<file path="config.mk">
export PLATFORM = sky130hd
export DESIGN_NAME = program_memory_self_access
export DESIGN_NICKNAME = d
export VERILOG_FILES = /design/src/nvm_self_access_pkg.sv /design/src/program_memory_self_access.sv
export SDC_FILE = /design/constraint.sdc
export NUM_CORES = 1
export LEC_CHECK = 0
export ABC_CLOCK_PERIOD_IN_PS = 2500
export BUFFER_PORTS_ARGS = -buffer_cell sky130_fd_sc_hd__buf_2
export CORE_UTILIZATION = 55
export DETAILED_ROUTE_END_ITERATION = 7
export PLACE_DENSITY_LB_ADDON = 0.05
export SYNTH_ARGS = -nofsm -noshare
export SYNTH_HDL_FRONTEND = slang
export SYNTH_SLANG_ARGS = --single-unit
</file>
<file path="constraint.sdc">
create_clock -name CLOCK -period 2.5 [get_ports CLOCK]
set_clock_uncertainty 0.15 [all_clocks]
set_input_delay 0.25 -clock CLOCK [delete_from_list [all_inputs] [get_ports CLOCK]]
set_output_delay 0.25 -clock CLOCK [all_outputs]
set_load 0.01 [all_outputs]
</file>
<file path="src/nvm_self_access_pkg.sv">
// package: register map, control fields, operation codes and carriers for the nvm self-access block
package nvm_self_access_pkg;

    // --------
    // register offsets (byte addresses on apb)
    // --------
    localparam logic [7:0] OFS_DATA_LOW = 8'h00;
    localparam logic [7:0] OFS_DATA_HIGH = 8'h04;
    localparam logic [7:0] OFS_ADDR_LOW = 8'h08;
    localparam logic [7:0] OFS_ADDR_HIGH = 8'h0C;
    localparam logic [7:0] OFS_CONTROL = 8'h10;
    localparam logic [7:0] OFS_UNLOCK = 8'h14;

    // --------
    // control register field positions
    // --------
    localparam int BIT_PROGRAM_SPACE = 7;
    localparam int BIT_CONFIG_SPACE = 6;
    localparam int BIT_LATCH_ONLY = 5;
    localparam int BIT_ERASE = 4;
    localparam int BIT_WRITE_ENABLE = 2;
    localparam int BIT_WRITE_START = 1;
    localparam int BIT_READ_START = 0;

    // --------
    // reset values and erased-word value
    // --------
    localparam logic [7:0] RST_ADDR_LOW = 8'h00;
    localparam logic [6:0] RST_ADDR_HIGH = 7'h00;
    localparam logic [13:0] RST_USER_ID = 14'h3FFF;
    localparam logic [13:0] ERASED_WORD = 14'h3FFF;

    // --------
    // unlock keys and configuration-space addresses (full 15-bit address pair, msb=0)
    // --------
    localparam logic [7:0] UNLOCK_KEY_FIRST = 8'h55;
    localparam logic [7:0] UNLOCK_KEY_SECOND = 8'hAA;
    localparam logic [14:0] CFG_USER_ID_LAST = 15'h0003;
    localparam logic [14:0] CFG_DEVICE_ID = 15'h0006;
    localparam logic [14:0] CFG_WORD_1 = 15'h0007;
    localparam logic [14:0] CFG_WORD_2 = 15'h0008;

    // --------
    // types
    // --------
    typedef enum logic [2:0] {
        OP_READ_PROGRAM,
        OP_READ_EEPROM,
        OP_ERASE_ROW,
        OP_LOAD_LATCH,
        OP_PROGRAM_ROW,
        OP_WRITE_EEPROM
    } mem_op_type;

    typedef struct packed {
        logic valid;
        mem_op_type op;
        logic [14:0] addr;
        logic [13:0] wdata;
    } mem_req_type;

    typedef struct packed {
        logic done;
        logic [13:0] rdata;
    } mem_rsp_type;

endpackage : nvm_self_access_pkg

</file>
<file path="src/program_memory_self_access.sv">
// program_memory_self_access: apb register file and sequencer for self-reprogramming of flash
`timescale 1ns/1ps
// Function
// - config select redirects accesses to config region
// - unsupported config read clears both data bytes
// - user ids, device id, config words readable
// - only user id words are writable
// - low data byte eight bits, kept over reset
// - high data six bits, top two read zero
// - low address byte, cleared on reset
// - high address seven bits, bit seven reads one
// - write starts only after 55h then AAh
// - processor halted until program operation completes
module program_memory_self_access #(
    parameter logic [13:0] DEVICE_ID_WORD = 14'h1234, // arbitrary value
    parameter logic [13:0] CONFIG_WORD_1 = 14'h3FFF,
    parameter logic [13:0] CONFIG_WORD_2 = 14'h3FFF
) (
    input wire logic CLOCK,
    input wire logic RSTN,
    input wire logic PSEL,
    input wire logic PENABLE,
    input wire logic PWRITE,
    input wire logic [7:0] PADDR,
    input wire logic [31:0] PWDATA,
    output logic [31:0] PRDATA,
    output logic PREADY,
    output logic PSLVERR,
    output nvm_self_access_pkg::mem_req_type MEM_REQ,
    input wire nvm_self_access_pkg::mem_rsp_type MEM_RSP,
    output logic CPU_HALT
);

    // --------
    // state
    // --------
    typedef enum logic [1:0] {UL_NONE, UL_FIRST, UL_ARMED} unlock_type;
    typedef enum logic {SEQ_IDLE, SEQ_BUSY} seq_type;

    logic [7:0] data_low_ff, nxt_data_low;
    logic [5:0] data_high_ff, nxt_data_high;
    logic [7:0] addr_low_ff, nxt_addr_low;
    logic [6:0] addr_high_ff, nxt_addr_high;
    logic program_space_ff, nxt_program_space;
    logic config_space_ff, nxt_config_space;
    logic latch_only_ff, nxt_latch_only;
    logic erase_ff, nxt_erase;
    logic write_enable_ff, nxt_write_enable;
    logic write_start_ff, nxt_write_start;
    logic read_start_ff, nxt_read_start;
    logic [13:0] user_id_ff [4];
    logic [13:0] nxt_user_id [4];
    unlock_type unlock_ff, nxt_unlock;
    seq_type seq_ff, nxt_seq;
    nvm_self_access_pkg::mem_req_type req_ff, nxt_req;
    logic halt_ff, nxt_halt;
    logic [31:0] rdata_ff, nxt_rdata;

    logic apb_wr;
    logic mapped;
    logic [14:0] full_addr;
    logic [13:0] cfg_word;
    logic cfg_hit;
    logic start_write;
    logic start_read;

    // --------
    // decode
    // --------
    assign apb_wr = PSEL && PENABLE && PWRITE;
    assign full_addr = {addr_high_ff, addr_low_ff};
    assign mapped = (PADDR == nvm_self_access_pkg::OFS_DATA_LOW)
        || (PADDR == nvm_self_access_pkg::OFS_DATA_HIGH)
        || (PADDR == nvm_self_access_pkg::OFS_ADDR_LOW)
        || (PADDR == nvm_self_access_pkg::OFS_ADDR_HIGH)
        || (PADDR == nvm_self_access_pkg::OFS_CONTROL)
        || (PADDR == nvm_self_access_pkg::OFS_UNLOCK);
    // zero wait states; unmapped offsets answer with an error
    assign PREADY = 1'b1;
    assign PSLVERR = PSEL && PENABLE && !mapped;
    assign PRDATA = rdata_ff;
    assign MEM_REQ = req_ff;
    assign CPU_HALT = halt_ff;

    // config region lookup; anything unlisted reads as zero
    always_comb begin
        cfg_word = 14'h0000;
        cfg_hit = 1'b1;
        if (full_addr <= nvm_self_access_pkg::CFG_USER_ID_LAST) begin
            cfg_word = user_id_ff[full_addr[1:0]];
        end else if (full_addr == nvm_self_access_pkg::CFG_DEVICE_ID) begin
            cfg_word = DEVICE_ID_WORD;
        end else if (full_addr == nvm_self_access_pkg::CFG_WORD_1) begin
            cfg_word = CONFIG_WORD_1;
        end else if (full_addr == nvm_self_access_pkg::CFG_WORD_2) begin
            cfg_word = CONFIG_WORD_2;
        end else begin
            cfg_hit = 1'b0;
        end
    end

    // --------
    // register file and sequencer next state
    // --------
    always_comb begin
        nxt_data_low = data_low_ff;
        nxt_data_high = data_high_ff;
        nxt_addr_low = addr_low_ff;
        nxt_addr_high = addr_high_ff;
        nxt_program_space = program_space_ff;
        nxt_config_space = config_space_ff;
        nxt_latch_only = latch_only_ff;
        nxt_erase = erase_ff;
        nxt_write_enable = write_enable_ff;
        nxt_write_start = write_start_ff;
        nxt_read_start = read_start_ff;
        nxt_user_id = user_id_ff;
        nxt_unlock = unlock_ff;
        nxt_seq = seq_ff;
        nxt_req = req_ff;
        nxt_halt = halt_ff;
        nxt_rdata = rdata_ff;
        start_write = 1'b0;
        start_read = 1'b0;

        // setup phase loads read data so it is stable in the access phase
        if (PSEL && !PENABLE && !PWRITE) begin
            unique case (PADDR)
                nvm_self_access_pkg::OFS_DATA_LOW: nxt_rdata = {24'h00_0000, data_low_ff};
                nvm_self_access_pkg::OFS_DATA_HIGH: nxt_rdata = {26'h000_0000, data_high_ff};
                nvm_self_access_pkg::OFS_ADDR_LOW: nxt_rdata = {24'h00_0000, addr_low_ff};
                nvm_self_access_pkg::OFS_ADDR_HIGH:
                    nxt_rdata = {24'h00_0000, 1'b1, addr_high_ff};
                nvm_self_access_pkg::OFS_CONTROL: nxt_rdata = {24'h00_0000, program_space_ff,
                    config_space_ff, latch_only_ff, erase_ff, 1'b0, write_enable_ff,
                    write_start_ff, read_start_ff};
                default: nxt_rdata = 32'h0000_0000;
            endcase
        end

        if (apb_wr) begin
            // any write breaks the key sequence unless it continues it
            nxt_unlock = UL_NONE;
            unique case (PADDR)
                nvm_self_access_pkg::OFS_DATA_LOW: nxt_data_low = PWDATA[7:0];
                nvm_self_access_pkg::OFS_DATA_HIGH: nxt_data_high = PWDATA[5:0];
                nvm_self_access_pkg::OFS_ADDR_LOW: nxt_addr_low = PWDATA[7:0];
                nvm_self_access_pkg::OFS_ADDR_HIGH: nxt_addr_high = PWDATA[6:0];
                nvm_self_access_pkg::OFS_UNLOCK: begin
                    if (PWDATA[7:0] == nvm_self_access_pkg::UNLOCK_KEY_FIRST) begin
                        nxt_unlock = UL_FIRST;
                    end else if (PWDATA[7:0] == nvm_self_access_pkg::UNLOCK_KEY_SECOND
                                 && unlock_ff == UL_FIRST) begin
                        nxt_unlock = UL_ARMED;
                    end
                end
                nvm_self_access_pkg::OFS_CONTROL: begin
                    // mode bits frozen while an operation runs
                    if (seq_ff == SEQ_IDLE) begin
                        nxt_program_space = PWDATA[nvm_self_access_pkg::BIT_PROGRAM_SPACE];
                        nxt_config_space = PWDATA[nvm_self_access_pkg::BIT_CONFIG_SPACE];
                        nxt_latch_only = PWDATA[nvm_self_access_pkg::BIT_LATCH_ONLY];
                        nxt_erase = PWDATA[nvm_self_access_pkg::BIT_ERASE];
                        start_write = PWDATA[nvm_self_access_pkg::BIT_WRITE_START]
                            && PWDATA[nvm_self_access_pkg::BIT_WRITE_ENABLE]
                            && unlock_ff == UL_ARMED;
                        start_read = PWDATA[nvm_self_access_pkg::BIT_READ_START]
                            && !start_write;
                    end
                    nxt_write_enable = PWDATA[nvm_self_access_pkg::BIT_WRITE_ENABLE];
                end
                default: begin
                end
            endcase
        end

        unique case (seq_ff)
            SEQ_IDLE: begin
                if (start_read && nxt_config_space) begin
                    // config reads resolve locally, ready next cycle
                    nxt_data_low = cfg_hit ? cfg_word[7:0] : 8'h00;
                    nxt_data_high = cfg_hit ? cfg_word[13:8] : 6'h00;
                end else if (start_read) begin
                    nxt_req.valid = 1'b1;
                    nxt_req.op = nxt_program_space ? nvm_self_access_pkg::OP_READ_PROGRAM
                        : nvm_self_access_pkg::OP_READ_EEPROM;
                    nxt_req.addr = full_addr;
                    nxt_req.wdata = 14'h0000;
                    nxt_read_start = 1'b1;
                    nxt_halt = 1'b1;
                    nxt_seq = SEQ_BUSY;
                end else if (start_write && nxt_config_space) begin
                    // only user id words accept writes; others untouched
                    if (full_addr <= nvm_self_access_pkg::CFG_USER_ID_LAST
                        && !nxt_latch_only) begin
                        nxt_user_id[full_addr[1:0]] = nxt_erase
                            ? nvm_self_access_pkg::ERASED_WORD
                            : {data_high_ff, data_low_ff};
                    end
                    nxt_erase = 1'b0;
                end else if (start_write) begin
                    nxt_req.valid = 1'b1;
                    nxt_req.addr = full_addr;
                    nxt_req.wdata = {data_high_ff, data_low_ff};
                    if (!nxt_program_space) begin
                        nxt_req.op = nvm_self_access_pkg::OP_WRITE_EEPROM;
                    end else if (nxt_erase) begin
                        nxt_req.op = nvm_self_access_pkg::OP_ERASE_ROW;
                    end else if (nxt_latch_only) begin
                        nxt_req.op = nvm_self_access_pkg::OP_LOAD_LATCH;
                    end else begin
                        nxt_req.op = nvm_self_access_pkg::OP_PROGRAM_ROW;
                    end
                    // eeprom writes run in the background; flash halts the core
                    nxt_halt = nxt_program_space;
                    nxt_write_start = 1'b1;
                    nxt_seq = SEQ_BUSY;
                end
            end
            SEQ_BUSY: begin
                if (MEM_RSP.done) begin
                    if (req_ff.op == nvm_self_access_pkg::OP_READ_PROGRAM
                        || req_ff.op == nvm_self_access_pkg::OP_READ_EEPROM) begin
                        // array data beats a simultaneous software write
                        nxt_data_low = MEM_RSP.rdata[7:0];
                        nxt_data_high = req_ff.op == nvm_self_access_pkg::OP_READ_PROGRAM
                            ? MEM_RSP.rdata[13:8] : 6'h00;
                    end
                    if (req_ff.op == nvm_self_access_pkg::OP_ERASE_ROW) begin
                        nxt_erase = 1'b0;
                    end
                    nxt_req.valid = 1'b0;
                    nxt_write_start = 1'b0;
                    nxt_read_start = 1'b0;
                    nxt_halt = 1'b0;
                    nxt_seq = SEQ_IDLE;
                end
            end
        endcase
    end

    // --------
    // registers
    // --------
    // data bytes keep their value across reset
    always_ff @(posedge CLOCK) begin
        data_low_ff <= nxt_data_low;
        data_high_ff <= nxt_data_high;
    end

    always_ff @(posedge CLOCK) begin
        if (!RSTN) begin
            addr_low_ff <= nvm_self_access_pkg::RST_ADDR_LOW;
            addr_high_ff <= nvm_self_access_pkg::RST_ADDR_HIGH;
            program_space_ff <= 1'b0;
            config_space_ff <= 1'b0;
            latch_only_ff <= 1'b0;
            erase_ff <= 1'b0;
            write_enable_ff <= 1'b0;
            write_start_ff <= 1'b0;
            read_start_ff <= 1'b0;
            for (int i = 0; i < 4; i++) begin
                user_id_ff[i] <= nvm_self_access_pkg::RST_USER_ID;
            end
            unlock_ff <= UL_NONE;
            seq_ff <= SEQ_IDLE;
            req_ff <= '0;
            halt_ff <= 1'b0;
            rdata_ff <= 32'h0000_0000;
        end else begin
            addr_low_ff <= nxt_addr_low;
            addr_high_ff <= nxt_addr_high;
            program_space_ff <= nxt_program_space;
            config_space_ff <= nxt_config_space;
            latch_only_ff <= nxt_latch_only;
            erase_ff <= nxt_erase;
            write_enable_ff <= nxt_write_enable;
            write_start_ff <= nxt_write_start;
            read_start_ff <= nxt_read_start;
            user_id_ff <= nxt_user_id;
            unlock_ff <= nxt_unlock;
            seq_ff <= nxt_seq;
            req_ff <= nxt_req;
            halt_ff <= nxt_halt;
            rdata_ff <= nxt_rdata;
        end
    end

endmodule : program_memory_self_access

</file>
==> flow_summary.json, run 1 <==
{
  "wl_per_cell_um": 19.5,
  "fmax_mhz": 439,
  "rsz_0062_raised_after_global_routing": "no",
  "clock_sinks": 137,
  "route.detailed.drc": 0,
  "area_growth_syn_to_layout_pct": 20.8,
  "die_height_um": 109,
  "critical_path.n_buffers_inverters": 0,
  "drtPass1Iterations": 5,
  "clock_tree_from_tritoncts": "yes",
  "timing.critical_path.slowest_stage_cell": "sky130_fd_sc_hd__nor4_2",
  "relSlewSlack_pct": 54.5,
  "die-area_um2": 11900,
  "yosysWarnings": 0,
  "worst_r2r_path_depth": 5,
  "crit_path_max_incr_delay_ns": 0.47,
  "hold_class": "in2reg",
  "worst-path-stages": 5,
  "syn-instance-count": 652,
  "post_synth_instance_area_um2": 6300,
  "fraction_of_final_layout_cells_with_drive_strength_greater_than_1_pct": 24.2,
  "global_route_wire_length_before_repair_um": 27400,
  "ys_seq_elements": 137,
  "worst_skew_pair.late_latency_ns": 0.42,
  "layout_setup_ws_ns": 0.224,
  "pin_count": 128,
  "grt.overflow.total": 0,
  "maximum_number_of_pins_on_one_net_before_global_route_repair": 72,
  "worst_setup_slack_after_placement_ns": -0.0299,
  "setup_viol": 0,
  "final_util_pct": 69.3,
  "numPortBuffers": 78,
  "dr_wl_met3_um": 1230,
  "finalHoldWorstSlack_ns": 0.0155,
  "ir_worst_vdd_uv": 634,
  "path_class": "reg2reg",
  "hold_depth": 3,
  "synth_top_flop_cell": "sky130_fd_sc_hd__dfxtp_1",
  "yosysSeqAreaShare_pct": 43.5,
  "end_kind": "flip-flop",
  "mostFrequentLayoutCell": "sky130_fd_sc_hd__dfxtp_1",
  "hpwl_um": 12300,
  "power.leakage_nw": 3.04,
  "via_total_after_detailed_routing": 5445,
  "routed_wirelength_um": 17400,
  "critPathArrivalTime_ns": 2.43,
  "crit-reg2reg-launch": "addr_low_ff[4]$_SDFFE_PN0P_",
  "comb_power_share_pct": 4.5,
  "power.share.clock_pct": 53.1,
  "switching_share_pct": 21.7,
  "start_util_pct": 57.4,
  "cell_internal_pwr_w": 0.00409,
  "synthesis.area_per_instance_um2": 9.66,
  "clk_path_buf_depth": 2,
  "run_status": "complete, no violations",
  "timing.final.crit_share_pct": 91.0,
  "crit_chain": "nor4_1, nand3_1, nor4_2, nand2_2, o22a_1",
  "antenna_found_initial": 0,
  "worst_setup_path_start_kind": "flip-flop",
  "drt_iter0_drc": 415,
  "placed_cells": 854,
  "antenna_cells": 0,
  "multi_input_area_um2": 3250,
  "period_minus_slack_ns": 2.28,
  "critical_path_capture_point": "user_id_ff[54]$_SDFFE_PN1P_",
  "worst_slew_pin_slew_ns": 0.682,
  "m1WireLength_um": 7560,
  "rows": 38,
  "yosysUniqueCellTypes": 63,
  "clock_input_transition_at_the_sequential_cells_of_the_worst_setup_and_hold_paths_ns": 0.06,
  "h-tree-depth": 4,
  "synth-async-reset-ratio_pct": 0,
  "r2r_setup_slack_ns": 0.22,
  "final_net_count": 800,
  "synth-edff-count": 0,
  "root_buffer": "sky130_fd_sc_hd__clkbuf_16",
  "power-per-cell-area_nw_per_um2": 686,
  "worstSetupStartpoint": "addr_low_ff[4]$_SDFFE_PN0P_",
  "slew_violations": 0,
  "finish.cell_count_without_fillers": 893,
  "critical-path-top-delay-family": "simple AND/OR/NAND/NOR gates",
  "cap_viol_max_count": 0,
  "antenna_violating_nets_post_route": 0,
  "groute.usage.overall_pct": 31.2,
  "route.met2.wl_um": 8110,
  "design.core.area_um2": 11000,
  "postCtsSetupBuffers": 0,
  "worstReg2RegEnd": "user_id_ff[54]$_SDFFE_PN1P_",
  "width_of_the_chip_um": 109,
  "final.setup.tns_ns": 0,
  "net-switching-power_w": 0.00113,
  "layout.area.seq_um2": 2740,
  "cts_made_buffers": 17,
  "path_max_fanout": 14,
  "commonest_cells_after_routing_fill_and_taps_aside": "sky130_fd_sc_hd__dfxtp_1 (137), sky130_fd_sc_hd__buf_2 (78), sky130_fd_sc_hd__o22a_1 (57), sky130_fd_sc_hd__nand2_1 (56), sky130_fd_sc_hd__nor2b_1 (37)",
  "fillerInstances": 839,
  "detail_route.vias_per_cell": 6.10,
  "gp_routability_congestion": 0.915,
  "routed.top_layer": "met4",
  "critPathRequiredTime_ns": 2.66,
  "first_global_vias": 5202,
  "sequentialPowerShare_pct": 42.4,
  "hold_viol": 0
}
-- logic make-up (layout without fill, tap and decap cells) --
family / count (synthesis) / in the layout / share of synthesized area [%]
AO/OA/AOI/OAI: 187 / 187 / 21.7
buffers and inverters: 75 / 153 / 6.30
flip-flops: 137 / 137 / 43.5
multiplexers: 45 / 45 / 10.2
other: 2 / 25 / 0.119
AND/OR/NAND/NOR: 206 / 206 / 18.1
-- flip-flops by register name, summed over array words and instances (netlist names), 2 cells and up --
| register | flops |
|---|---|
| user_id_ff | 56 |
| MEM_REQ | 33 |
| PRDATA | 8 |
| addr_low_ff | 8 |
| data_low_ff | 8 |
| addr_high_ff | 7 |
| data_high_ff | 6 |
| unlock_ff | 2 |
-- synth_stat cells, types with 6 or more instances --
cell type                    n  area [µm²]
sky130_fd_sc_hd__nor2b_1    37         231
sky130_fd_sc_hd__buf_2       8        40.0
sky130_fd_sc_hd__a21oi_1    26         130
sky130_fd_sc_hd__buf_4      26         195
sky130_fd_sc_hd__clkbuf_1   35         131
sky130_fd_sc_hd__o21ai_0    21         105
sky130_fd_sc_hd__nor2_1     34         128
sky130_fd_sc_hd__a21boi_0   16         120
sky130_fd_sc_hd__o22a_1     57         499
sky130_fd_sc_hd__nand3_1    18        90.1
sky130_fd_sc_hd__or3_1       7        43.8
sky130_fd_sc_hd__mux2i_1    24         240
sky130_fd_sc_hd__mux4_2     15         338
sky130_fd_sc_hd__mux2_2      6        67.6
sky130_fd_sc_hd__a22oi_1    19         143
sky130_fd_sc_hd__dfxtp_1   137        2740
sky130_fd_sc_hd__nor3_1      7        35.0
sky130_fd_sc_hd__nand2_1    57         214
-- how the worst min path moves through the flow --
stage                        startpoint                  endpoint
2_1_floorplan               MEM_RSP[11]   data_high_ff[3]$_DFF_P_
5_1_grt                     MEM_RSP[14]         seq_ff$_SDFF_PN0_
6_report                    MEM_RSP[14]         seq_ff$_SDFF_PN0_
3_5_place_dp   MEM_REQ[27]$_SDFFE_PN0P_  MEM_REQ[27]$_SDFFE_PN0P_
4_1_cts                     MEM_RSP[14]         seq_ff$_SDFF_PN0_
3_3_place_gp   MEM_REQ[23]$_SDFFE_PN0P_  MEM_REQ[23]$_SDFFE_PN0P_
-- worst min-delay path, cell delays in order --
cell	delay (ns)
sky130_fd_sc_hd__buf_2	0.11
sky130_fd_sc_hd__nand2b_1	0.10
sky130_fd_sc_hd__a21boi_0	0.07
-- layer usage --
| metal | vias to the layer above | track usage, % |
|---|---|---|
| li1 | 2534 | - |
| met1 | 2610 | 41.8 |
| met2 | 252 | 48.2 |
| met3 | 49 | 6.16 |
| met4 | 0 | 15.1 |
| met5 | - | 0 |
-- power groups by stage --
stage               sequential (W)  clock [W]  combinational [W]
global placement           0.00226          0           0.000218
detailed placement         0.00226          0           0.000222
CTS                        0.00222    0.00279           0.000230
global route               0.00222    0.00288           0.000254
finish                     0.00222    0.00277           0.000234
floorplan                  0.00226          0           0.000153
-- layout make-up --
type	count	share of cell area, %
Sequential cell	137	36.0
Multi-Input combinational cell	463	42.7
Timing Repair Buffer	118	10.1
Inverter	3	0.148
Tap cell	140	2.30
Clock buffer	18	5.77
Clock inverter	14	2.91
-- metrics by stage --
stage	area (µm²)	total power, W
after floorplan	6390	0.00241
after CTS	7610	0.00524
after global placement	6880	0.00248
after global routing	7610	0.00535
after detailed placement	6880	0.00249
final	7610	0.00522
-- what timing repair did --
item,CTS,global route
hold buffers,7,0
resized for setup,0,1
setup endpoints to repair,0,14
hold endpoints to repair,7,0
Power figures use the tool's default switching activity.
==> inputs of run 2 (changes only) <==
--- a/config.mk
+++ b/config.mk
@@ -6,9 +6,9 @@
 export NUM_CORES = 1
 export LEC_CHECK = 0
 export ABC_CLOCK_PERIOD_IN_PS = 2500
-export BUFFER_PORTS_ARGS = -buffer_cell sky130_fd_sc_hd__buf_2
 export CORE_UTILIZATION = 55
 export DETAILED_ROUTE_END_ITERATION = 7
+export DONT_BUFFER_PORTS = 1
 export PLACE_DENSITY_LB_ADDON = 0.05
 export SYNTH_ARGS = -nofsm -noshare
 export SYNTH_HDL_FRONTEND = slang
==> run 2 against run 1 <==
Net effect: register-to-register slack got worse by 0.17 ns; sequential power about the same; critical path depth did not move; flip-flop and latch count unchanged; via count fell by 3.0%; fmax shrank 6.8%; sequential share of layout area increased by 1.3 points; non-clock buffer count shrank 63; cell area decreased by 3.4%; wire length is 2.7% higher; largest power group unchanged; highest routed layer unchanged.
==> flow_summary.json, run 2 (same netlist as run 1, synthesis figures left out) <==
{
  "power-per-cell-area_nw_per_um2": 684,
  "worst_skew_pair.late_latency_ns": 0.43,
  "design.core.area_um2": 11000,
  "fraction_of_final_layout_cells_with_drive_strength_greater_than_1_pct": 14.8,
  "first_global_vias": 5105,
  "ir_worst_vdd_uv": 479,
  "postCtsSetupBuffers": 0,
  "pin_count": 128,
  "numPortBuffers": 0,
  "area_growth_syn_to_layout_pct": 16.7,
  "antenna_violating_nets_post_route": 0,
  "drt_iter0_drc": 474,
  "cell_internal_pwr_w": 0.00395,
  "crit-reg2reg-launch": "addr_low_ff[4]$_SDFFE_PN0P_",
  "end_kind": "flip-flop",
  "groute.usage.overall_pct": 32.0,
  "finish.cell_count_without_fillers": 830,
  "period_minus_slack_ns": 2.44,
  "critPathArrivalTime_ns": 2.61,
  "die-area_um2": 11900,
  "run_status": "complete, no violations",
  "number_of_flip_flops_in_the_largest_register": 56,
  "h-tree-depth": 4,
  "via_total_after_detailed_routing": 5284,
  "final.setup.tns_ns": 0,
  "commonest_cells_after_routing_fill_and_taps_aside": "sky130_fd_sc_hd__dfxtp_1 (136), sky130_fd_sc_hd__o22a_1 (57), sky130_fd_sc_hd__nand2_1 (57), sky130_fd_sc_hd__nor2b_1 (37), sky130_fd_sc_hd__nor2_1 (34)",
  "layout_setup_ws_ns": 0.0569,
  "cts_made_buffers": 17,
  "clock_input_transition_at_the_sequential_cells_of_the_worst_setup_and_hold_paths_ns": 0.06,
  "clk_path_buf_depth": 2,
  "relSlewSlack_pct": 54.6,
  "switching_share_pct": 21.5,
  "rows": 38,
  "gp_routability_congestion": 0.887,
  "cap_viol_max_count": 0,
  "worst_setup_path_start_kind": "flip-flop",
  "critical_path_capture_point": "user_id_ff[15]$_SDFFE_PN1P_",
  "setup_viol": 0,
  "critPathRequiredTime_ns": 2.67,
  "clock_sinks": 137,
  "place_area_um2": 6400,
  "grt.overflow.total": 0,
  "final_net_count": 737,
  "hpwl_um": 12000,
  "detail_route.vias_per_cell": 6.37,
  "rsz_0062_raised_after_global_routing": "yes",
  "net-switching-power_w": 0.00108,
  "maximum_number_of_pins_on_one_net_before_global_route_repair": 68,
  "path_class": "reg2reg",
  "width_of_the_chip_um": 109,
  "worst_setup_slack_after_placement_ns": 0.00102,
  "power.share.clock_pct": 52.0,
  "comb_power_share_pct": 3.9,
  "worstSetupStartpoint": "addr_low_ff[4]$_SDFFE_PN0P_",
  "final_util_pct": 67.0,
  "mostFrequentLayoutCell": "sky130_fd_sc_hd__dfxtp_1",
  "hold_viol": 0,
  "die_height_um": 109,
  "antenna_found_initial": 0,
  "worst_slew_pin_slew_ns": 0.675,
  "drtPass1Iterations": 5,
  "hold_class": "in2reg",
  "placed_cells": 770,
  "root_buffer": "sky130_fd_sc_hd__clkbuf_16",
  "path_max_fanout": 14,
  "timing.final.crit_share_pct": 97.7,
  "stdcell_area_um2": 7350,
  "global_route_wire_length_before_repair_um": 27900,
  "fmax_mhz": 409,
  "slew_violations": 0,
  "worst_r2r_path_depth": 5,
  "r2r_setup_slack_ns": 0.06,
  "routed_wirelength_um": 17900,
  "worstReg2RegEnd": "user_id_ff[15]$_SDFFE_PN1P_",
  "antenna_cells": 0,
  "route.detailed.drc": 0,
  "clock_tree_from_tritoncts": "yes",
  "largest-register": "user_id_ff",
  "sequentialPowerShare_pct": 44.1,
  "start_util_pct": 57.4,
  "wl_per_cell_um": 21.6,
  "power.leakage_nw": 2.72
}
==> run 2: cell types whose count changed in the layout (fill, tap and decap cells not counted), moves of 2 or more <==
| cell | previous run | this run |
|---|---|---|
| sky130_fd_sc_hd__buf_12 | 5 | 3 |
| sky130_fd_sc_hd__bufinv_16 | 5 | 3 |
| sky130_fd_sc_hd__buf_4 | 28 | 25 |
| sky130_fd_sc_hd__clkinv_2 | 1 | 4 |
| sky130_fd_sc_hd__nor4_1 | 5 | 3 |
| sky130_fd_sc_hd__dlygate4sd3_1 | 7 | 27 |
| sky130_fd_sc_hd__buf_2 | 78 | 0 |
| sky130_fd_sc_hd__clkbuf_8 | 1 | 4 |
| sky130_fd_sc_hd__clkinv_4 | 4 | 1 |
==> run 2: layout make-up <==
type | instances | area, µm²
Inverter | 3 | 11.3
Clock inverter | 11 | 143
Multi-Input combinational cell | 463 | 3280
Fill cell | 882 | 3630
Sequential cell | 137 | 2740
Clock buffer | 21 | 480
Timing Repair Buffer | 55 | 518
Tap cell | 140 | 175
==> run 2: layer usage <==
metal  track usage (%)  vias to the layer above  wire (µm)
met3              9.92                       42       1920
met2              47.3                      275       8090
met4              13.0                        0        501
met5                 0                        -          0
li1                  -                     2407          -
met1              43.3                     2560       7400
==> run 2: critical path, cell delays in order (launching register included) <==
cell and delay (ns):
sky130_fd_sc_hd__dfxtp_1 0.33, sky130_fd_sc_hd__nor4_1 0.40, sky130_fd_sc_hd__nand3_1 0.29, sky130_fd_sc_hd__nor4_4 0.39
sky130_fd_sc_hd__nand2b_1 0.44, sky130_fd_sc_hd__o22a_1 0.33
==> run 2: metrics by stage <==
step                      total power [W]  hold slack (ns)
after CTS                         0.00504         0.000138
after global placement            0.00239            0.234
after global routing              0.00517           0.0108
after floorplan                   0.00241            0.233
after detailed placement          0.00239            0.238
final                             0.00503          0.00861
==> run 2: how the worst min path moves through the flow <==
stage           startpoint                     endpoint  slack, ns  cells after the start
5_1_grt               RSTN  user_id_ff[50]$_SDFFE_PN1P_       0.01                      3
3_5_place_dp   MEM_RSP[11]      data_high_ff[3]$_DFF_P_       0.24                      1
6_report              RSTN  user_id_ff[44]$_SDFFE_PN1P_      0.009                      3
3_3_place_gp   MEM_RSP[11]      data_high_ff[3]$_DFF_P_       0.23                      1
4_1_cts          PWDATA[6]   read_start_ff$_SDFFE_PN0P_     0.0001                      3
2_1_floorplan  MEM_RSP[11]      data_high_ff[3]$_DFF_P_       0.23                      1
==> run 2: what timing repair did <==
item / 4_1_cts / 5_1_grt
endpoints found under the hold margin: 81 / 0
resized for setup: 0 / 6
setup endpoints to repair: 1 / 40
hold buffers: 29 / 0
==> run 2: power by group through the flow <==
| stage | Clock, W | Sequential (W) | Combinational (W) |
|---|---|---|---|
| 2_1_floorplan | 0 | 0.00226 | 0.000153 |
| 3_3_place_gp | 0 | 0.00227 | 0.000124 |
| 3_5_place_dp | 0 | 0.00227 | 0.000125 |
| 4_1_cts | 0.00264 | 0.00222 | 0.000188 |
| 5_1_grt | 0.00274 | 0.00222 | 0.000209 |
| 6_report | 0.00262 | 0.00222 | 0.000194 |
